$ cat src/design/irbe_pkg.sv
// Package for the infrared bi-phase frame encoder: register map, fields, timing.
// Assumes a 125 MHz system clock and a 32-bit classic Wishbone slave port.
package irbe_pkg;
    localparam int unsigned CLK_HZ = 125000000;
    localparam int unsigned HALF_BIT_NS = 889;
    localparam int unsigned HALF_BIT_CYC = (HALF_BIT_NS * (CLK_HZ / 1000000) + 999) / 1000;
    localparam logic [7:0] OFS_CTRL = 8'h00;
    localparam logic [7:0] OFS_FRAME = 8'h04;
    localparam logic [7:0] OFS_STATUS = 8'h08;
    localparam int CTRL_SEND_BIT = 0;
    localparam int CTRL_LONG_BIT = 1;
    localparam int CTRL_IDLE_LVL_BIT = 2;
    localparam int FRAME_CMD_POS = 0;
    localparam int FRAME_ADDR_POS = 8;
    localparam int FRAME_TOG_POS = 16;
    localparam int STAT_BUSY_BIT = 0;
    localparam int STAT_FULL_BIT = 1;
    localparam logic [31:0] RESET_FRAME = 32'h0000_0000;
    localparam int SHORT_BITS = 14;
    localparam int LONG_HDR_BITS = 20;
    localparam int LONG_WORD_BITS = 16;
    localparam int LONG_BITS = LONG_HDR_BITS + LONG_WORD_BITS;
    localparam logic [7:0] SHORT_TOG_SET = 8'h20;
    localparam logic [5:0] LONG_HDR_LEAD = 6'h3F;
    localparam logic [13:0] LONG_HDR_MID = 14'h0001;

    typedef struct packed {
        logic long_fmt;
        logic [7:0] toggle;
        logic [7:0] address;
        logic [7:0] command;
    } irbe_req_type;

    typedef struct packed {
        logic [5:0] nbits;
        logic [35:0] bits;
    } irbe_frame_type;
endpackage : irbe_pkg

$ cat src/design/irbe_skid.sv
// Two-entry buffer between the register port and the frame encoder.
// Assumes one clock; both sides use valid and ready.
`timescale 1ns/1ps
module irbe_skid
    import irbe_pkg::*;
#(
    parameter int WIDTH = 25
) (
    // Clock and reset
    input wire logic ref_clk_in,
    input wire logic rstn_in,
    // Fill side
    input wire logic in_valid_in,
    input wire logic [WIDTH-1:0] in_data_in,
    output logic in_ready_out,
    // Drain side
    output logic out_valid_out,
    output logic [WIDTH-1:0] out_data_out,
    input wire logic out_ready_in
);
    logic [WIDTH-1:0] mem_q [2];
    logic [WIDTH-1:0] mem_d [2];
    logic rd_q, rd_d, wr_q, wr_d;
    logic [1:0] cnt_q, cnt_d;
    logic push, pop;

    assign in_ready_out = (cnt_q != 2'h2);
    assign out_valid_out = (cnt_q != 2'h0);
    assign out_data_out = mem_q[rd_q];
    assign push = in_valid_in && in_ready_out;
    assign pop = out_valid_out && out_ready_in;

    always_comb begin
        mem_d = mem_q;
        if (push) begin
            mem_d[wr_q] = in_data_in;
        end
        wr_d = push ? ~wr_q : wr_q;
        rd_d = pop ? ~rd_q : rd_q;
        cnt_d = cnt_q + {1'b0, push} - {1'b0, pop};
    end

    always_ff @(posedge ref_clk_in or negedge rstn_in) begin
        if (!rstn_in) begin
            mem_q[0] <= '0;
            mem_q[1] <= '0;
            rd_q <= 1'b0;
            wr_q <= 1'b0;
            cnt_q <= 2'h0;
        end else begin
            mem_q <= mem_d;
            rd_q <= rd_d;
            wr_q <= wr_d;
            cnt_q <= cnt_d;
        end
    end
endmodule : irbe_skid

$ cat src/design/irbe_encoder.sv
// Infrared remote frame encoder, short 14-bit and long 36-bit bi-phase frames.
// Assumes a classic Wishbone master and an LED driver on the compare output.
//
// Summary of operation
// - Short frame is exactly fourteen bi-phase coded bits.
// - Short frame opens with two start bits, both one.
// - Third short-frame bit is the requested toggle.
// - Short frame carries a five-bit system address after toggle.
// - Short frame carries a six-bit command after address.
// - Every bit is Manchester coded; mid-bit edge direction gives value.
// - Timing from the timer; waveform on timer compare A output.
// - No interrupts; output logic alone shapes the waveform.
// - Long frame payload word is sixteen bits.
// - Long frame header is twenty bits including toggle.
// - Long frame carries an eight-bit system address.
// - Long frame carries an eight-bit command.
`timescale 1ns/1ps
module irbe_encoder
    import irbe_pkg::*;
#(
    parameter int HALF_CYC = HALF_BIT_CYC
) (
    // Clock and reset
    input wire logic ref_clk_in,
    input wire logic rstn_in,
    // Wishbone slave
    input wire logic wb_cyc_in,
    input wire logic wb_stb_in,
    input wire logic wb_we_in,
    input wire logic [7:0] wb_adr_in,
    input wire logic [3:0] wb_sel_in,
    input wire logic [31:0] wb_dat_in,
    output logic [31:0] wb_dat_out,
    output logic wb_ack_out,
    // Infrared output
    output logic timer_compare_a_output_out,
    output logic busy_out
);
    typedef enum {ST_IDLE, ST_FIRST, ST_SECOND} irbe_state_type;

    function automatic irbe_frame_type build_frame(input irbe_req_type r);
        irbe_frame_type f;
        f = '0;
        if (!r.long_fmt) begin
            f.nbits = 6'(SHORT_BITS);
            // Start bits, toggle, address, command, MSB first
            f.bits[35:22] = {2'b11, (r.toggle == SHORT_TOG_SET), r.address[4:0],
                r.command[5:0]};
        end else begin
            f.nbits = 6'(LONG_BITS);
            // Header with toggle, then address and command words
            f.bits = {LONG_HDR_LEAD, LONG_HDR_MID[13:1], r.toggle[0],
                r.address, r.command};
        end
        return f;
    endfunction : build_frame

    logic ack_q, ack_d;
    logic long_q, long_d;
    logic idle_lvl_q, idle_lvl_d;
    logic [31:0] frame_q, frame_d;
    logic [31:0] rdata_q, rdata_d;
    logic push;
    logic buf_ready, buf_valid, take;
    irbe_req_type req_in, req_out;
    irbe_state_type st_q, st_d;
    logic [35:0] sh_q, sh_d;
    logic [5:0] left_q, left_d;
    logic [31:0] tim_q, tim_d;
    logic pin_q, pin_d;
    logic bus_req;
    logic wr_go;
    logic tim_done;
    irbe_frame_type nf;

    assign bus_req = wb_cyc_in && wb_stb_in && !ack_q;
    // Writes land on the edge at which the master samples ack
    assign wr_go = wb_cyc_in && wb_stb_in && wb_we_in && ack_q;
    assign push = wr_go && (wb_adr_in == OFS_CTRL) && wb_sel_in[0]
        && wb_dat_in[CTRL_SEND_BIT];
    assign req_in = '{long_fmt: wb_dat_in[CTRL_LONG_BIT], toggle: frame_q[FRAME_TOG_POS +: 8],
        address: frame_q[FRAME_ADDR_POS +: 8], command: frame_q[FRAME_CMD_POS +: 8]};

    // Register port
    always_comb begin
        ack_d = bus_req;
        long_d = long_q;
        idle_lvl_d = idle_lvl_q;
        frame_d = frame_q;
        rdata_d = 32'h0000_0000;
        if (wr_go) begin
            if (wb_adr_in == OFS_CTRL && wb_sel_in[0]) begin
                long_d = wb_dat_in[CTRL_LONG_BIT];
                idle_lvl_d = wb_dat_in[CTRL_IDLE_LVL_BIT];
            end
            if (wb_adr_in == OFS_FRAME) begin
                for (int i = 0; i < 4; i++) begin
                    if (wb_sel_in[i]) begin
                        frame_d[i*8 +: 8] = wb_dat_in[i*8 +: 8];
                    end
                end
            end
        end
        if (bus_req && !wb_we_in) begin
            unique case (wb_adr_in)
                OFS_CTRL: rdata_d = {29'h0, idle_lvl_q, long_q, 1'b0};
                OFS_FRAME: rdata_d = frame_q;
                OFS_STATUS: rdata_d = {30'h0, !buf_ready, st_q != ST_IDLE || buf_valid};
                default: rdata_d = 32'h0000_0000;
            endcase
        end
    end

    always_ff @(posedge ref_clk_in or negedge rstn_in) begin
        if (!rstn_in) begin
            ack_q <= 1'b0;
            long_q <= 1'b0;
            idle_lvl_q <= 1'b0;
            frame_q <= RESET_FRAME;
            rdata_q <= 32'h0000_0000;
        end else begin
            ack_q <= ack_d;
            long_q <= long_d;
            idle_lvl_q <= idle_lvl_d;
            frame_q <= frame_d;
            rdata_q <= rdata_d;
        end
    end

    assign wb_ack_out = ack_q;
    assign wb_dat_out = rdata_q;

    irbe_skid #(.WIDTH($bits(irbe_req_type))) u_buf (
        .ref_clk_in(ref_clk_in),
        .rstn_in(rstn_in),
        .in_valid_in(push),
        .in_data_in(req_in),
        .in_ready_out(buf_ready),
        .out_valid_out(buf_valid),
        .out_data_out(req_out),
        .out_ready_in(take)
    );

    // Only accepted while idle
    assign take = buf_valid && (st_q == ST_IDLE);
    assign nf = build_frame(req_out);
    assign tim_done = (tim_q == 32'(HALF_CYC - 1));

    // Frame sequencer, no interrupt involved
    always_comb begin
        st_d = st_q;
        sh_d = sh_q;
        left_d = left_q;
        tim_d = tim_done ? 32'h0 : tim_q + 32'h1;
        pin_d = pin_q;
        unique case (st_q)
            ST_IDLE: begin
                tim_d = 32'h0;
                pin_d = idle_lvl_q;
                if (take) begin
                    sh_d = nf.bits;
                    left_d = nf.nbits;
                    st_d = ST_FIRST;
                    pin_d = ~nf.bits[35];
                end
            end
            ST_FIRST: begin
                if (tim_done) begin
                    pin_d = sh_q[35];
                    st_d = ST_SECOND;
                end
            end
            ST_SECOND: begin
                if (tim_done) begin
                    sh_d = {sh_q[34:0], 1'b0};
                    left_d = left_q - 6'h1;
                    if (left_q == 6'h1) begin
                        st_d = ST_IDLE;
                        pin_d = idle_lvl_q;
                    end else begin
                        st_d = ST_FIRST;
                        pin_d = ~sh_q[34];
                    end
                end
            end
        endcase
    end

    always_ff @(posedge ref_clk_in or negedge rstn_in) begin
        if (!rstn_in) begin
            st_q <= ST_IDLE;
            sh_q <= '0;
            left_q <= 6'h0;
            tim_q <= 32'h0;
            pin_q <= 1'b0;
        end else begin
            st_q <= st_d;
            sh_q <= sh_d;
            left_q <= left_d;
            tim_q <= tim_d;
            pin_q <= pin_d;
        end
    end

    assign timer_compare_a_output_out = pin_q;
    assign busy_out = (st_q != ST_IDLE);

    // Checks
    logic bit_val;
    assign bit_val = sh_q[35];

    property p_mid_edge;
        @(posedge ref_clk_in) disable iff (!rstn_in)
        (st_q == ST_FIRST && tim_done) |=> (pin_q == bit_val);
    endproperty
    a_mid_edge: assert property (p_mid_edge) else $error("mid-bit level wrong");

    property p_first_half;
        @(posedge ref_clk_in) disable iff (!rstn_in)
        (st_q == ST_FIRST) |-> (pin_q == !bit_val);
    endproperty
    a_first_half: assert property (p_first_half) else $error("first half wrong");

    property p_start;
        @(posedge ref_clk_in) disable iff (!rstn_in)
        (take && !req_out.long_fmt) |=> (sh_q[35:34] == 2'b11 && left_q == 6'h0E);
    endproperty
    a_start: assert property (p_start) else $error("short frame header wrong");

    property p_toggle;
        @(posedge ref_clk_in) disable iff (!rstn_in)
        (take && !req_out.long_fmt) |=>
            (sh_q[33] == ($past(req_out.toggle) == SHORT_TOG_SET));
    endproperty
    a_toggle: assert property (p_toggle) else $error("toggle bit wrong");

    property p_long_len;
        @(posedge ref_clk_in) disable iff (!rstn_in)
        (take && req_out.long_fmt) |=> (left_q == 6'h24 && sh_q[7:0] == $past(req_out.command));
    endproperty
    a_long_len: assert property (p_long_len) else $error("long frame wrong");

    property p_idle_pin;
        @(posedge ref_clk_in) disable iff (!rstn_in)
        (st_q == ST_IDLE && !$past(take)) |-> (pin_q == $past(idle_lvl_q));
    endproperty
    a_idle_pin: assert property (p_idle_pin) else $error("idle level wrong");

    property p_busy;
        @(posedge ref_clk_in) disable iff (!rstn_in)
        take |=> busy_out;
    endproperty
    a_busy: assert property (p_busy) else $error("busy not raised");

    property p_no_take_busy;
        @(posedge ref_clk_in) disable iff (!rstn_in)
        (busy_out && buf_valid) |=> buf_valid;
    endproperty
    a_no_take_busy: assert property (p_no_take_busy) else $error("taken while busy");

    property p_addr;
        @(posedge ref_clk_in) disable iff (!rstn_in)
        (take && !req_out.long_fmt) |=> (sh_q[32:28] == $past(req_out.address[4:0]));
    endproperty
    a_addr: assert property (p_addr) else $error("address field wrong");

    property p_cmd;
        @(posedge ref_clk_in) disable iff (!rstn_in)
        (take && !req_out.long_fmt) |=> (sh_q[27:22] == $past(req_out.command[5:0]));
    endproperty
    a_cmd: assert property (p_cmd) else $error("command field wrong");

    property p_long_hdr;
        @(posedge ref_clk_in) disable iff (!rstn_in)
        (take && req_out.long_fmt) |=>
            (sh_q[35:16] == {LONG_HDR_LEAD, LONG_HDR_MID[13:1], $past(req_out.toggle[0])});
    endproperty
    a_long_hdr: assert property (p_long_hdr) else $error("long header wrong");

    property p_long_addr;
        @(posedge ref_clk_in) disable iff (!rstn_in)
        (take && req_out.long_fmt) |=> (sh_q[15:8] == $past(req_out.address));
    endproperty
    a_long_addr: assert property (p_long_addr) else $error("long address wrong");

    property p_last_half;
        @(posedge ref_clk_in) disable iff (!rstn_in)
        (st_q == ST_SECOND && tim_done && left_q == 6'h01) |=>
            (!busy_out && pin_q == $past(idle_lvl_q));
    endproperty
    a_last_half: assert property (p_last_half) else $error("frame end wrong");

    property p_half_hold;
        @(posedge ref_clk_in) disable iff (!rstn_in)
        (busy_out && !tim_done) |=> $stable(pin_q);
    endproperty
    a_half_hold: assert property (p_half_hold) else $error("pin moved mid half");

    c_short: cover property (@(posedge ref_clk_in) take && !req_out.long_fmt);
    c_long: cover property (@(posedge ref_clk_in) take && req_out.long_fmt);
    c_full: cover property (@(posedge ref_clk_in) !buf_ready);
    c_back: cover property (@(posedge ref_clk_in) busy_out ##1 !busy_out ##1 busy_out);
    c_idle_high: cover property (@(posedge ref_clk_in) !busy_out && pin_q);
endmodule : irbe_encoder

$ cat config.mk
export PLATFORM = sky130hd
export DESIGN_NAME = irbe_encoder
export DESIGN_NICKNAME = d
export VERILOG_FILES = /design/src/design/irbe_pkg.sv /design/src/design/irbe_skid.sv /design/src/design/irbe_encoder.sv
export SDC_FILE = /design/constraint.sdc
export NUM_CORES = 1
export LEC_CHECK = 0
export BUFFER_PORTS_ARGS = -buffer_cell sky130_fd_sc_hd__buf_2
export CAP_MARGIN = 20
export CORE_ASPECT_RATIO = 0.75
export CORE_UTILIZATION = 59
export DETAILED_ROUTE_END_ITERATION = 8
export GPL_TIMING_DRIVEN = 0
export PLACE_DENSITY = 0.88
export SYNTH_ARGS = -nofsm -noshare
export SYNTH_HDL_FRONTEND = slang
export SYNTH_SLANG_ARGS = --single-unit
$ cat constraint.sdc
create_clock -name ref_clk_in -period 2.8 [get_ports ref_clk_in]
set_input_delay 0.56 -clock ref_clk_in [delete_from_list [all_inputs] [get_ports ref_clk_in]]
set_output_delay 0.56 -clock ref_clk_in [all_outputs]
set_load 0.1 [all_outputs]
Yosys cells after proc, flatten, opt, wreduce, memory -nomap -nowiden
Index checks and enable logic that the tools add are counted.
{"block": "classes", "add_sub_neg": 4, "magnitude_cmp": 3, "n_eq_ne": 11, "mux": 28, "bitwise": 6, "reduce_logical": 31}
{"op": "$mux 32", "count": 6}
{"op": "$pmux 32 s3", "count": 2}
{"op": "$mux 25", "count": 4}
{"op": "$mux 36", "count": 2}
{"op": "$pmux 36 s2", "count": 1}
{"op": "$logic_not 32->1", "count": 2}
{"op": "$bwmux 50", "count": 1}
{"op": "$add 32x1->32 const B", "count": 1}
{"op": "$eq 32x1->1 const B", "count": 1}
{"op": "$eq 32x2->1 const B", "count": 1}
{"op": "$eq 32x7->1 const B", "count": 1}
{"op": "$reduce_bool 32->1", "count": 1}
{"op": "$demux 25 s1", "count": 1}
{"op": "$mux 20", "count": 1}
{"op": "$reduce_and 3->1", "count": 6}
{"op": "$mux 17", "count": 1}
{"op": "$logic_and 1x1->1", "count": 13}
{"op": "$mux 6", "count": 2}
{"op": "$pmux 6 s2", "count": 1}
{"op": "$eq 8x3->1 const B", "count": 1}
{"op": "$eq 8x4->1 const B", "count": 1}
{"op": "$eq 8x6->1 const B", "count": 1}
{"op": "$logic_not 8->1", "count": 1}
{"op": "$eq 6x1->1 const B", "count": 1}
{"op": "15 further kinds", "count": 30}
{"block": "totals", "reg_bits": 228, "inputBits": 49, "out_inout_bits": 35, "elab_cells": 101}

Logic depth before layout (Yosys ltp)
{"block": "logic_depth", "word_depth": 9, "ltp_mapped": 10, "mapped_depth_nobuf": 8}

Cells and area by module
From an unflattened synthesis, not the netlist that was laid out.
{"block": "unflattened", "cells_unflattened": 708, "area_unflattened_um2": 9157.5}
{"mod": "irbe_encoder", "instances": 1, "cells_per_inst": 556, "area_per_inst_um2": 6577.6, "seq_area_each_um2": 3603.5}
{"mod": "irbe_skid", "instances": 1, "cells_per_inst": 152, "area_per_inst_um2": 2580.0, "seq_area_each_um2": 1351.3}

Least setup slack after synthesis
OpenSTA, ideal clock, no wires.
{"block": "synth_path", "path_type": "in2reg", "startpoint": "input port wb_adr_in[5]", "endpoint": "register u_buf.mem_q[30] (netlist name)", "setup_time_ps": 127, "t_arrival_ps": 2365, "required_time_ps": 2673, "setup_slack_ps": 308, "cell_stages": 8, "path_buffers": 3, "cell_sequence": "or4_4 > nor4_4 > and4_1 > buf_4 > and2b_1 > buf_4 > buf_6 > mux2_1"}
{"block": "synth_between", "elab_chain_cells": 5}
{"item": "start: declaration", "line_no": "irbe_encoder.sv:30", "source": "input wire logic [7:0] wb_adr_in,"}
{"item": "$logic_not 8->1", "line_no": "irbe_encoder.sv:79", "source": "assign push = wr_go && (wb_adr_in == OFS_CTRL) && wb_sel_in[0]"}
{"item": "$logic_and 1x1->1 (2 in series)", "line_no": "irbe_encoder.sv:79"}
{"item": "$logic_and 1x1->1", "line_no": "irbe_encoder.sv:80", "source": "&& wb_dat_in[CTRL_SEND_BIT];"}
{"item": "$logic_and 1x1->1", "line_no": "irbe_skid.sv:30", "source": "assign push = in_valid_in && in_ready_out;"}
{"item": "end signal: assignment", "line_no": "irbe_skid.sv:51", "source": "mem_q <= mem_d;"}
{"item": "end: declaration", "line_no": "irbe_skid.sv:21", "source": "logic [WIDTH-1:0] mem_q [2];"}
Every way passes these cells.
A chain may end at the register's enable or synchronous reset.

Final worst setup path
{"block": "layout_path", "startpoint": "register st_q[0]", "endpoint": "register sh_q[27]"}
{"block": "layout_between", "elab_chain_cells": 4, "word_cells_on_any_way": 9, "classes_between": "eq/ne: 3; mux: 1; reduce/logical: 5"}
{"item": "start: declaration", "line_no": "irbe_encoder.sv:66", "source": "irbe_state_type st_q, st_d;"}
{"item": "start signal: assignment", "line_no": "irbe_encoder.sv:197", "source": "st_q <= st_d;"}
{"item": "$logic_not 32->1", "line_no": "irbe_encoder.sv:145", "source": "assign take = buf_valid && (st_q == ST_IDLE);"}
{"item": "$logic_and 1x1->1", "line_no": "irbe_encoder.sv:145"}
{"item": "$ne 2x1->1 (no source line)"}
{"item": "$reduce_and 3->1 (no source line)"}
{"item": "end signal: assignment", "line_no": "irbe_encoder.sv:192", "source": "sh_q <= '0;"}
{"item": "end signal: assignment", "line_no": "irbe_encoder.sv:198", "source": "sh_q <= sh_d;"}
{"item": "end: declaration", "line_no": "irbe_encoder.sv:67", "source": "logic [35:0] sh_q, sh_d;"}
Several ways; a longest one is shown, not always the timed one.

==> flow_summary.json <==
{
  "start_kind": "register",
  "track_usage": 0.280,
  "worstPathArrival_ns": 2.85,
  "hold_buffers": 0,
  "wire_per_inst_um": 18.2,
  "layout_min_cycle_time_ns": 2.55,
  "drc": 0,
  "drt_iter0_drc": 494,
  "power.density_nw_per_um2": 545,
  "ant_nets": 0,
  "antenna_cells": 0,
  "nets": 918,
  "ys_async_sr_fraction": 1.00,
  "worst_r2r_endpoint": "sh_q[27]$_DFFE_PN0P_",
  "max_slew_margin": 0.444,
  "cts.path.max_buffers": 2,
  "drv_cap": 0,
  "cp.required_ns": 3.11,
  "syn_nets": 816,
  "synth_top_family_by_area": "simple AND/OR/NAND/NOR gates",
  "synthTopCellsByArea": "dfrtp_1 57%, mux2_2 6.5%, mux2_1 5.3%",
  "total_power_mw": 5.43,
  "cts_buffers": 17,
  "p_leak_nw": 4.98,
  "dp_slack_ns": 0.00289,
  "synth_edf_count": 0,
  "r2r-start": "st_q[0]$_DFFE_PN0P_",
  "dr.pass1.iters": 5,
  "holdWs_ns": 0.148,
  "placed_cell_area_um2": 9340,
  "setup_viol": 0,
  "synthXorXnorAreaFrac": 0.0344,
  "design_area_um2": 9960,
  "die_area_um2": 15200,
  "worstSkewPairLatency_ns": 0.44,
  "synth_most_common_cell": "dfrtp_1",
  "holdCritPathClass": "in -> async",
  "max-vdd-ir-drop_v": 0.000441,
  "fin_worst_skew_ns": 0.0128,
  "via_per_inst": 5.77,
  "post_route_cells_drive_above_1_share": 0.213,
  "htreeDepth": 4,
  "synth-compound-area-share": 0.0563,
  "ys_types": 48,
  "port_buffers": 82,
  "critical_path_class": "reg -> reg",
  "clk_pin_slew_ns": 0.08,
  "gp_congestion": 0.854,
  "yosys_register_bits": 198,
  "dr_total_vias": 6165,
  "synthMuxAreaShare": 0.139,
  "r2r_setup_slack_ns": 0.25,
  "worst_pin_slew_ns": 0.833,
  "area_growth_pct": 15.2,
  "syn_inst": 759,
  "synth_common_cells": "198 x dfrtp_1, 83 x nor2_1, 60 x a21oi_1",
  "grt_pass1_wl_um": 32400,
  "coreArea_um2": 14000,
  "fin_crit_sh": 0.909,
  "die_y_um": 107,
  "crit_fanout": 10,
  "yosysTopAreaCell": "dfrtp_1",
  "cts-root-buf": "clkbuf_16",
  "ys_warn_count": 0,
  "slew_violations": 0,
  "status": "complete, no violations",
  "synth_ff_type": "dfrtp_1",
  "avgSynthCellArea_um2": 11.4,
  "first_global_vias": 6242,
  "io_pins": 84,
  "grt_max_degree": 101,
  "antenna_found_initial": 0,
  "syn_area_um2": 8650,
  "max_freq_ghz": 0.393,
  "end_kind": "register",
  "synthAdderAreaFrac": 0.0116,
  "r2r_cells": 9,
  "hold_violations": 0,
  "start_util": 0.617,
  "cts_tree": "done",
  "yosysSeqAreaShare": 0.573,
  "cts.sinks": 198,
  "die_w_um": 142,
  "yosys.area_share.simple": 0.158,
  "hpwl_um": 12800,
  "drt_wl_total_um": 19500,
  "yosys.area.top_type_share": 0.573,
  "fin_ws_ns": 0.255,
  "rows": 37,
  "gr-total-overflow": 0
}
==> report_power, final <==
| group | switching [mW] | internal, mW | total [mW] | leakage, nW |
|---|---|---|---|---|
| Combinational | 0.0773 | 0.0335 | 0.111 | 1.97 |
| Sequential | 0.00172 | 2.86 | 2.86 | 2.72 |
| Clock | 1.23 | 1.24 | 2.46 | 0.295 |
==> worst max-delay path by stage <==
stage	from	end	slack, ns	depth (start not counted)
3_5_place_dp	wb_adr_in[5]	u_buf.mem_q[33]$_DFFE_PN0P_	0.003	9
5_1_grt	tim_q[26]$_DFF_PN0_	left_q[1]$_DFFE_PN0P_	-0.005	8
2_1_floorplan	wb_adr_in[5]	u_buf.mem_q[30]$_DFFE_PN0P_	0.31	8
6_report	st_q[0]$_DFFE_PN0P_	sh_q[27]$_DFFE_PN0P_	0.25	9
4_1_cts	tim_q[26]$_DFF_PN0_	left_q[1]$_DFFE_PN0P_	0.27	8
3_3_place_gp	rstn_in	wb_dat_out[10]$_DFF_PN0_	-1.96	1
==> metrics by stage <==
step	instances	utilization	TNS, ns
global placement	1036	0.663	-386.25
global route	1069	0.710	-0.00489
detailed placement	1037	0.666	0
finish	1069	0.710	0
CTS	1069	0.710	0
floorplan	759	-	0
==> flip-flops by register name, indices dropped and copies added (netlist names) <==
signal / cells
sh_q: 36
u_buf.wr_q: 1
long_q: 1
idle_lvl_q: 1
wb_dat_out: 32
left_q: 6
tim_q: 32
frame_q: 32
wb_ack_out: 1
u_buf.mem_q: 50
timer_compare_a_output_out: 1
u_buf.cnt_q: 2
st_q: 2
u_buf.rd_q: 1
==> cells by family (layout without fill, tap and decap cells) <==
| logic type | Yosys count | after routing |
|---|---|---|
| flops | 198 | 198 |
| xor+xnor | 34 | 34 |
| mux | 109 | 109 |
| simple gates | 270 | 270 |
| fa+ha+maj | 8 | 8 |
| compound gates | 89 | 89 |
| buf+inv | 51 | 166 |
==> layout by cell type, fill, tap and decap left out, types with 3 or more instances in the layout <==
master	n
dfrtp_1	198
a21oi_1	60
inv_8	5
nand2_1	46
mux2_1	41
xnor2_1	26
inv_1	13
nand4_1	6
xor2_1	8
nor2b_1	3
o21ai_0	15
nor2_1	83
clkinv_8	5
and2_1	30
nor3b_1	3
clkbuf_16	17
mux2i_1	18
buf_6	4
or3_1	4
nand3_1	14
o31ai_1	3
clkbuf_1	24
nand2b_1	5
nor4b_1	3
and3_1	4
nor4_1	18
mux2_2	50
and4_1	5
buf_2	87
ha_1	8
nor3_1	35
==> metal layers <==
metal  share of wire  GRT usage  vias to the layer above
met5               0          0                        -
met4           0.021     0.0937                        0
met3           0.074     0.0782                       36
met2            0.46      0.434                      245
met1            0.44      0.385                     3037
li1                -          -                     2847
==> repair_timing <==
item / in CTS / in global routing
setup buffers: 0 / 0
gates resized for setup: 0 / 2
endpoints found under the setup margin: 0 / 37
==> critical path: stages, from the launching register on <==
cell and delay (ns):
dfrtp_1 0.41, inv_1 0.12, ha_1 0.27, o21ai_0 0.32, inv_1 0.21, nand2b_1 0.24
o31ai_2 0.18, buf_2 0.28, buf_2 0.27, a21oi_1 0.12
==> final cells by class <==
cell class,instances,area [µm²]
plain buffers,38,188
clock buffers,18,439
clock inverters,14,171
fillers,911,4060
inverters,13,48.8
multi-input cells,510,3470
flip-flops and latches,198,4950
well taps,195,244
repair buffers,83,448
Power figures use the tool's default switching activity.
